===== config.mk =====
export PLATFORM = sky130hd
export DESIGN_NAME = host_dma_mailbox
export DESIGN_NICKNAME = d
export VERILOG_FILES = /design/src/inc/mailbox_pkg.sv /design/src/logic/pin_sync.sv /design/src/logic/byte_buffer.sv /design/src/logic/host_dma_mailbox.sv
export VERILOG_INCLUDE_DIRS = /design/src /design/src/inc
export SDC_FILE = /design/constraint.sdc
export NUM_CORES = 1
export LEC_CHECK = 0
export ABC_AREA = 1
export BUFFER_PORTS_ARGS = -buffer_cell sky130_fd_sc_hd__buf_2
export CORE_UTILIZATION = 45
export CTS_CLUSTER_SIZE = 14
export DETAILED_ROUTE_END_ITERATION = 7
export HOLD_SLACK_MARGIN = 0.08
export PLACE_DENSITY_LB_ADDON = 0.3
export SLEW_MARGIN = 30
export SYNTH_ARGS = -nofsm -noshare
export SYNTH_HDL_FRONTEND = slang
export SYNTH_SLANG_ARGS = --single-unit

===== constraint.sdc =====
create_clock -name sys_clk -period 1.85 [get_ports sys_clk]
set_input_delay 0.185 -clock sys_clk [delete_from_list [all_inputs] [get_ports sys_clk]]
set_output_delay 0.185 -clock sys_clk [all_outputs]
set_load 0.01 [all_outputs]

===== src/inc/mailbox_defs.svh =====
`ifndef MAILBOX_DEFS_SVH
`define MAILBOX_DEFS_SVH
`define MBX_CHANS      2
`define MBX_DW         8
`define MBX_AW         16
`define MBX_ADDR_DATA0 16'h00D0
`define MBX_ADDR_DATA1 16'h00D1
`define MBX_ADDR_CTRL  16'h00D2
`define MBX_ADDR_ASSIGN 16'h00E6
`define MBX_REQ_BIT    4
`define MBX_WE_BIT     6
`define MBX_VALID_BIT  6
`define MBX_EN_BIT     3
`define MBX_EN_STRIDE  4
`define MBX_PIN_IDLE   7'h3F
`define MBX_BUF_DEPTH  2
`endif


===== src/inc/mailbox_pkg.sv =====
// Purpose: shared types of the host DMA mailbox
// Assumes: constants come from mailbox_defs.svh
// Notes:   one state struct carries all flops of the top module
`include "mailbox_defs.svh"
package mailbox_pkg;
    typedef enum logic [1:0] {MODE_POLL, MODE_HOST_WRITE, MODE_HOST_READ} chan_mode_t;
    typedef logic [`MBX_DW-1:0] byte_t;
    typedef struct packed {
        logic [`MBX_CHANS-1:0]          flag;
        logic [`MBX_CHANS-1:0]          valid;
        byte_t [`MBX_CHANS-1:0]         to_host;
        byte_t [`MBX_CHANS-1:0]         from_host;
        byte_t [`MBX_CHANS-1:0]         capture;
        byte_t                          assign_reg;
        chan_mode_t [`MBX_CHANS-1:0]    mode;
        logic [`MBX_CHANS-1:0]          rcyc;
        logic [`MBX_CHANS-1:0]          wcyc;
        byte_t                          hdata;
        byte_t                          rdata;
    } mbx_state_t;
endpackage


===== src/logic/pin_sync.sv =====
// Purpose: three-stage synchroniser for asynchronous host pins
// Assumes: a change counts once stages two and three agree
// Notes:   stage one feeds stage two only
`timescale 1ns/1ps
module pin_sync #(
    parameter int               WIDTH = 1,
    parameter logic [WIDTH-1:0] IDLE  = '0
) (
    // clock and reset
    input  wire logic             sys_clk,
    input  wire logic             reset,
    // pins in, clean levels out
    input  wire logic [WIDTH-1:0] raw,
    output logic      [WIDTH-1:0] clean
);
    typedef struct packed {
        logic [WIDTH-1:0] s1;
        logic [WIDTH-1:0] s2;
        logic [WIDTH-1:0] s3;
        logic [WIDTH-1:0] out;
    } sync_t;
    sync_t st_q, st_d;

    // agreement filter keeps a single metastable sample from counting
    always_comb
    begin
        st_d.s1  = raw;
        st_d.s2  = st_q.s1;
        st_d.s3  = st_q.s2;
        st_d.out = (~(st_q.s2 ^ st_q.s3) & st_q.s3) | ((st_q.s2 ^ st_q.s3) & st_q.out);
        if (reset)
        begin
            st_d = {IDLE, IDLE, IDLE, IDLE};
        end
    end

    always_ff @(posedge sys_clk)
    begin
        st_q <= st_d;
    end

    assign clean = st_q.out;
endmodule


===== src/logic/byte_buffer.sv =====
// Purpose: small FIFO with valid and ready on both sides
// Assumes: DEPTH is a power of two
// Notes:   full drops in_ready, which stalls the filling logic
`timescale 1ns/1ps
module byte_buffer #(
    parameter int WIDTH = 8,
    parameter int DEPTH = 2
) (
    // clock and reset
    input  wire logic             sys_clk,
    input  wire logic             reset,
    // fill side
    input  wire logic             in_valid,
    output logic                  in_ready,
    input  wire logic [WIDTH-1:0] in_data,
    // drain side
    output logic                  out_valid,
    input  wire logic             out_ready,
    output logic      [WIDTH-1:0] out_data
);
    localparam int PW = $clog2(DEPTH);
    typedef struct packed {
        logic [DEPTH-1:0][WIDTH-1:0] mem;
        logic [PW-1:0]               wp;
        logic [PW-1:0]               rp;
        logic [PW:0]                 cnt;
    } buf_t;
    buf_t st_q, st_d;
    logic push, pop;

    assign in_ready  = st_q.cnt < (PW+1)'(DEPTH);
    assign out_valid = st_q.cnt != '0;
    assign out_data  = st_q.mem[st_q.rp];
    assign push      = in_valid && in_ready;
    assign pop       = out_valid && out_ready;

    // pointer and count update
    always_comb
    begin
        st_d = st_q;
        if (push)
        begin
            st_d.mem[st_q.wp] = in_data;
            st_d.wp = st_q.wp + 1'b1;
        end
        if (pop)
        begin
            st_d.rp = st_q.rp + 1'b1;
        end
        st_d.cnt = st_q.cnt + (PW+1)'(push) - (PW+1)'(pop);
        if (reset)
        begin
            st_d = '0;
        end
    end

    always_ff @(posedge sys_clk)
    begin
        st_q <= st_d;
    end
endmodule


===== src/logic/host_dma_mailbox.sv =====
// Purpose: two-channel byte mailbox between a host DMA controller and local CPU/DMA
// Assumes: host pins are asynchronous; local bus and local DMA are on sys_clk
// Notes:   isa_mode selects ISA pins, else card pins with channel 0 only
`timescale 1ns/1ps
`include "mailbox_defs.svh"
module host_dma_mailbox #(
    parameter mailbox_pkg::byte_t ID_CODE0 = 8'hA5, // arbitrary identity value
    parameter mailbox_pkg::byte_t ID_CODE1 = 8'hA5  // arbitrary identity value
) (
    // clock and reset
    input  wire logic                      sys_clk,
    input  wire logic                      reset,
    // configuration from the bus-mode modules
    input  wire logic                      isa_mode,
    input  wire logic [`MBX_CHANS-1:0]     chan_enable,
    // local cpu i/o port
    input  wire logic [`MBX_AW-1:0]        loc_addr,
    input  wire logic                      loc_wr,
    input  wire logic                      loc_rd,
    input  wire mailbox_pkg::byte_t        loc_wdata,
    output mailbox_pkg::byte_t             loc_rdata,
    // local dma channels
    output logic [`MBX_CHANS-1:0]          ldma_req,
    input  wire logic [`MBX_CHANS-1:0]     ldma_ack,
    input  wire logic [`MBX_CHANS-1:0]     ldma_wr,
    input  wire logic [`MBX_CHANS-1:0]     ldma_tc,
    input  wire mailbox_pkg::byte_t        ldma_wdata,
    output logic [`MBX_CHANS*`MBX_DW-1:0]  ldma_rdata,
    // isa host pins
    input  wire logic                      chan0_host_ack_n,
    input  wire logic                      chan1_host_ack_n,
    input  wire logic                      isa_read_strobe_n,
    input  wire logic                      isa_write_strobe_n,
    output logic                           chan0_request_line,
    output logic                           chan0_request_line_oe,
    output logic                           chan1_request_line,
    output logic                           chan1_request_line_oe,
    output logic                           host_bus_drive_enable_n,
    // card host pins
    input  wire logic                      card_register_select,
    input  wire logic                      card_read_strobe_n,
    input  wire logic                      card_write_strobe_n,
    output logic                           card_request_out_n,
    // shared host data bus
    input  wire mailbox_pkg::byte_t        host_data_bus_in,
    output mailbox_pkg::byte_t             host_data_bus_out,
    output logic                           host_data_bus_oe
);
    import mailbox_pkg::*;

    mbx_state_t st_q, st_d;
    logic [6:0]            pins_s;
    byte_t                 hdata_s;
    logic [`MBX_CHANS-1:0] host_ack, rcyc_now, wcyc_now, rd_trail, wr_trail;
    logic [`MBX_CHANS-1:0] host_req, buf_in_valid, buf_in_ready, buf_out_valid;
    logic [`MBX_CHANS-1:0] buf_out_ready, refill, fetch;
    logic                  rd_s, wr_s;

    //--------------------------------------------------------------
    // pin synchronisers and host cycle decode
    //--------------------------------------------------------------
    pin_sync #(.WIDTH(7), .IDLE(`MBX_PIN_IDLE)) u_pin_sync (
        .sys_clk (sys_clk),
        .reset   (reset),
        .raw     ({card_register_select, card_write_strobe_n, card_read_strobe_n,
                   isa_write_strobe_n, isa_read_strobe_n, chan1_host_ack_n,
                   chan0_host_ack_n}),
        .clean   (pins_s)
    );

    pin_sync #(.WIDTH(`MBX_DW), .IDLE('0)) u_data_sync (
        .sys_clk (sys_clk),
        .reset   (reset),
        .raw     (host_data_bus_in),
        .clean   (hdata_s)
    );

    // card mode has one acknowledge, so channel 1 never sees a cycle there
    assign host_ack[0] = isa_mode ? ~pins_s[0] : pins_s[6];
    assign host_ack[1] = isa_mode & ~pins_s[1];
    assign rd_s        = isa_mode ? ~pins_s[2] : ~pins_s[4];
    assign wr_s        = isa_mode ? ~pins_s[3] : ~pins_s[5];
    assign rcyc_now    = host_ack & {`MBX_CHANS{rd_s}};
    assign wcyc_now    = host_ack & {`MBX_CHANS{wr_s}};
    assign rd_trail    = st_q.rcyc & ~rcyc_now;
    assign wr_trail    = st_q.wcyc & ~wcyc_now;

    //--------------------------------------------------------------
    // per-channel request terms and drain buffers
    //--------------------------------------------------------------
    genvar c;
    generate
        for (c = 0; c < `MBX_CHANS; c++)
        begin : g_chan
            // trail terms cover the cycle before the flag clears
            assign host_req[c] = st_q.flag[c] & ~rcyc_now[c] & ~wcyc_now[c]
                               & ~rd_trail[c] & ~wr_trail[c]
                               & ((st_q.mode[c] != MODE_HOST_WRITE) | buf_in_ready[c]);
            assign buf_in_valid[c]  = wr_trail[c] & (st_q.mode[c] == MODE_HOST_WRITE);
            assign buf_out_ready[c] = ldma_ack[c] & (st_q.mode[c] == MODE_HOST_WRITE);
            assign refill[c]        = buf_out_valid[c] & buf_out_ready[c];
            // fed reads ask for a byte while the flag is clear and ldma_tc is low
            assign fetch[c] = (st_q.mode[c] == MODE_HOST_READ) & ~st_q.flag[c]
                            & ~ldma_tc[c];
            assign ldma_req[c] = (st_q.mode[c] == MODE_HOST_WRITE) ? buf_out_valid[c]
                                                                   : fetch[c];

            byte_buffer #(.WIDTH(`MBX_DW), .DEPTH(`MBX_BUF_DEPTH)) u_buf (
                .sys_clk   (sys_clk),
                .reset     (reset),
                .in_valid  (buf_in_valid[c]),
                .in_ready  (buf_in_ready[c]),
                .in_data   (st_q.capture[c]),
                .out_valid (buf_out_valid[c]),
                .out_ready (buf_out_ready[c]),
                .out_data  (ldma_rdata[c*`MBX_DW +: `MBX_DW])
            );
        end
    endgenerate

    //--------------------------------------------------------------
    // host pin drive
    //--------------------------------------------------------------
    assign chan0_request_line      = host_req[0];
    assign chan1_request_line      = host_req[1];
    assign chan0_request_line_oe   = isa_mode & chan_enable[0];
    assign chan1_request_line_oe   = isa_mode & chan_enable[1];
    assign card_request_out_n      = ~(~isa_mode & chan_enable[0] & host_req[0]);
    assign host_data_bus_oe        = |rcyc_now;
    assign host_bus_drive_enable_n = ~(isa_mode & (|rcyc_now));
    assign host_data_bus_out       = st_q.hdata;
    assign loc_rdata               = st_q.rdata;

    //--------------------------------------------------------------
    // next state
    //--------------------------------------------------------------
    always_comb
    begin
        logic old_en;
        logic new_en;
        old_en     = 1'b0;
        new_en     = 1'b0;
        st_d       = st_q;
        st_d.rcyc  = rcyc_now;
        st_d.wcyc  = wcyc_now;
        // data for the bus follows whichever acknowledge is active
        st_d.hdata = st_q.to_host[host_ack[1]];
        for (int i = 0; i < `MBX_CHANS; i++)
        begin
            old_en = st_q.assign_reg[`MBX_EN_BIT + i*`MBX_EN_STRIDE];
            new_en = loc_wdata[`MBX_EN_BIT + i*`MBX_EN_STRIDE];
            if (wcyc_now[i])
            begin
                st_d.capture[i] = hdata_s;
            end
            if (wr_trail[i])
            begin
                st_d.from_host[i] = st_q.capture[i];
            end
            if (loc_wr && loc_addr == `MBX_ADDR_DATA0 + `MBX_AW'(i))
            begin
                st_d.to_host[i] = loc_wdata;
            end
            if (ldma_wr[i])
            begin
                st_d.to_host[i] = ldma_wdata;
            end
            if (loc_rd && loc_addr == `MBX_ADDR_DATA0 + `MBX_AW'(i))
            begin
                st_d.valid[i] = 1'b0;
            end
            // mode is chosen when enable rises: flag already set means drained write
            if (loc_wr && loc_addr == `MBX_ADDR_ASSIGN)
            begin
                if (!new_en)
                begin
                    st_d.mode[i] = MODE_POLL;
                end
                else if (!old_en)
                begin
                    st_d.mode[i] = st_q.flag[i] ? MODE_HOST_WRITE : MODE_HOST_READ;
                end
            end
            // software write, then hardware clear, then hardware set: set wins
            if (loc_wr && loc_addr == `MBX_ADDR_CTRL && loc_wdata[`MBX_WE_BIT + i])
            begin
                st_d.flag[i] = loc_wdata[`MBX_REQ_BIT + i];
            end
            if (rd_trail[i] || wr_trail[i])
            begin
                st_d.flag[i] = 1'b0;
            end
            if ((ldma_wr[i] && st_q.mode[i] != MODE_HOST_WRITE) || refill[i])
            begin
                st_d.flag[i] = 1'b1;
            end
        end
        if (loc_wr && loc_addr == `MBX_ADDR_ASSIGN)
        begin
            st_d.assign_reg = loc_wdata;
        end
        // read data is registered; unmapped addresses answer zero
        if (loc_rd)
        begin
            unique case (loc_addr)
                `MBX_ADDR_DATA0:  st_d.rdata = st_q.from_host[0];
                `MBX_ADDR_DATA1:  st_d.rdata = st_q.from_host[1];
                `MBX_ADDR_CTRL:   st_d.rdata = byte_t'({st_q.valid, st_q.flag}) << `MBX_REQ_BIT;
                `MBX_ADDR_ASSIGN: st_d.rdata = st_q.assign_reg;
                default:          st_d.rdata = '0;
            endcase
        end
        if (reset)
        begin
            st_d           = '0;
            st_d.valid     = '1;
            st_d.from_host = {ID_CODE1, ID_CODE0};
        end
    end

    always_ff @(posedge sys_clk)
    begin
        st_q <= st_d;
    end
endmodule


==> flow_metrics.env <==
export IMPL_finalSetupTns_ns=0
export IMPL_post_route_period_util_pct=99.1
export IMPL_drt_iter0_drc=536
export IMPL_cp_arrival_ns=1.65
export IMPL_switching_share_pct=21.3
export IMPL_cp_slowest_cell="dfxtp_2"
export IMPL_crit_path_end_kind="output pin"
export IMPL_fp_row_count=46
export IMPL_clk_pin_slew_worst_paths_ns=0.06
export IMPL_track_usage_pct=20.8
export IMPL_outcome="finished clean"
export IMPL_gp_routability_congestion=0.834
export IMPL_dieArea_mm2=0.0168
export IMPL_postPlaceCellArea_mm2=0.00797
export IMPL_pwr_share_clk_pct=44.0
export IMPL_peakVddDrop_mv=0.670
export IMPL_synthTopCellsByArea="dfxtp_1 (50%), nand2_1 (10%), o21ai_0 (7.3%)"
export IMPL_grt_setup_unrepaired="yes"
export IMPL_synthesis_area_mm2=0.00733
export IMPL_yosys_area_top_type="dfxtp_1"
export IMPL_hold_viol=0
export IMPL_crit_path_max_incr_delay_ns=0.33
export IMPL_via_per_inst=4.83
export IMPL_cts_sinks=184
export IMPL_grt_antenna_before_repair=0
export IMPL_hold_path_class="in -> reg"
export IMPL_combinationalPowerShare_pct=5.0
export IMPL_cts_root_buf="clkbuf_16"
export IMPL_p_leak_nw=3.96
export IMPL_synth_edff_count=0
export IMPL_power_switching_mw=1.70
export IMPL_power_density_mw_per_mm2=892
export IMPL_yosysMostFrequentCell="nand2_1"
export IMPL_finalInstanceArea_mm2=0.00896
export IMPL_synth_top_cells_by_count="nand2_1 (200), dfxtp_1 (184), nor2_1 (130)"
export IMPL_first_global_vias=5688
export IMPL_cts_tree="built"
export IMPL_numPortBuffers=100
export IMPL_drcViolationCount=0
export IMPL_overflow=0
export IMPL_yosysUniqueCellTypes=31
export IMPL_syn_to_final_growth_pct=22.3
export IMPL_async_reset_ff_share_pct=0
export IMPL_finalSetupViolations=0
export IMPL_finalCoreUtilization_pct=56.4
export IMPL_hpwl_mm=11.1
export IMPL_max_freq_ghz=0.546
export IMPL_ys_seq_elements=184
export IMPL_synth_top_area_share_pct=50.3
export IMPL_htree_levels=4
export IMPL_via_count=6319
export IMPL_skew_ns=0.00786
export IMPL_io_pins=101
export IMPL_nets=1145
export IMPL_period_needed_ns=1.83
export IMPL_clockBufferDepth=2
export IMPL_fill_cells=1499
export IMPL_drv_cap=0
export IMPL_timing_final_ws_setup_ns=0.0170
export IMPL_dr_pass1_iters=4
export IMPL_core_area_mm2=0.0159
export IMPL_drt_wl_total_mm=16.7
export IMPL_synth_nets=1029
export IMPL_cp_cell_sequence="inv_2 > nand2_2 > nand2_4 > nand2_4 > nand3_4 > nor3_4 > nand3_1 > buf_2"
export IMPL_clk_latency_ns=0.43
export IMPL_relSlewSlack_pct=61.1
export IMPL_ant_nets=0
export IMPL_cts_made_buffers=17
export IMPL_yosys_warnings=0
export IMPL_wl_per_cell_um=12.8
export IMPL_ys_seq_area_share_pct=50.3
export IMPL_syn_area_per_cell_um2=7.59
export IMPL_crit_path_frequent_cell="nand2_4"
export IMPL_start_util_pct=46.1
export IMPL_die_h_um=130
export IMPL_synthFlopType="dfxtp_1"
export IMPL_grt_pass1_wl_mm=27.0
export IMPL_seq_power_share_pct=51.0
export IMPL_synthCells=965
export IMPL_tightestPinTransition_ns=0.582
export IMPL_post_place_ws_ns=0.0233
export IMPL_p_total_mw=7.99
export IMPL_maxSlewViolCount=0
export IMPL_die_w_um=130
export IMPL_intPower_mw=6.29
export IMPL_setup_worst_path_class="reg -> out"
export IMPL_grt_max_degree=111
export IMPL_diodes=0
export IMPL_crit_path_max_fanout=4
export IMPL_cp_required_ns=1.66
export IMPL_layout_drive_gt1_share_pct=21.5
export IMPL_startpoint_type="register"
sequential cells by signal, summed over array words and instances, names as in the netlist, named ones only:
register / cells
u_pin_sync.st_q: 21
st_q: 68
host_data_bus_out: 8
loc_rdata: 8
g_chan.u_buf.st_q: 40
u_data_sync.st_q: 24
timing repair:
item / in CTS / in global routing
pin swaps: 6 / 14
setup buffers: 5 / 7
hold buffers: 23 / 0
hold endpoints to repair: 24 / 0
resized for setup: 21 / 20
endpoints found under the setup margin: 3 / 4
power by group through the flow:
| stage | clock network, mW | registers [mW] | logic [mW] |
|---|---|---|---|
| after floorplan | 0 | 4.15 | 0.222 |
| after global placement | 0 | 4.16 | 0.350 |
| after detailed placement | 0 | 4.16 | 0.354 |
| after CTS | 3.58 | 4.07 | 0.396 |
| after global routing | 3.73 | 4.08 | 0.453 |
| final | 3.52 | 4.07 | 0.402 |
logic make-up after synthesis:
group | Yosys count | synth area share [%]
compound gates | 198 | 13.7
fa+ha+maj | 4 | 0.683
xor+xnor | 2 | 0.239
flops | 184 | 50.3
simple gates | 432 | 26.3
buf+inv | 145 | 8.74
metrics by stage:
step / cells / hold slack, ns
after floorplan: 965 / 0.289
after global placement: 1244 / 0.367
after detailed placement: 1244 / 0.371
after CTS: 1302 / 0.0870
after global routing: 1308 / 0.120
final: 1308 / 0.104
worst paths after layout:
path	from	endpoint	slack [ns]	cells after the start
hold reg to reg	u_data_sync.st_q[30]	u_data_sync.st_q[22]	0.40	2
setup / recovery	register	card_request_out_n	0.02	8
hold / removal	loc_rd	loc_rdata[0]	0.10	3
setup reg to reg	register	g_chan[1].u_buf.st_q[1]	0.14	11
cell usage in the layout, fill, tap and decap left out, drive strengths merged:
cell / instances
clkbuf: 23
nand4: 9
bufinv: 2
inv: 92
ha: 4
dfxtp: 184
buf: 127
a21oi: 88
clkinv: 3
nand3: 51
clkinvlp: 2
dlygate4sd3: 23
nor2: 139
nor3: 1
or2: 18
and2: 2
o21ai: 110
nand2: 212
xor2: 2
critical path, delay by kind of cell (launching register included):
family	cells	cell delay [ns]
buffers and inverters	2	0.19
DFF	1	0.33
and+or+nand+nor	6	0.70
area by class of cell:
type / instances / area, um^2 / share of cell area (%)
clock inverters: 7 / 93.8 / 1.05
multi-input cells: 636 / 3090 / 34.5
repair buffers: 150 / 981 / 10.9
inverters: 92 / 357 / 3.98
well taps: 216 / 270 / 3.02
flip-flops and latches: 184 / 3690 / 41.2
clock buffers: 23 / 478 / 5.33
routing by layer:
metal	track usage (%)	part of all wire, %
met5	0	0
met4	9.10	2.1
met2	34.5	47
met1	26.3	46
met3	4.09	4.4
(Power assumes the default switching activity.)
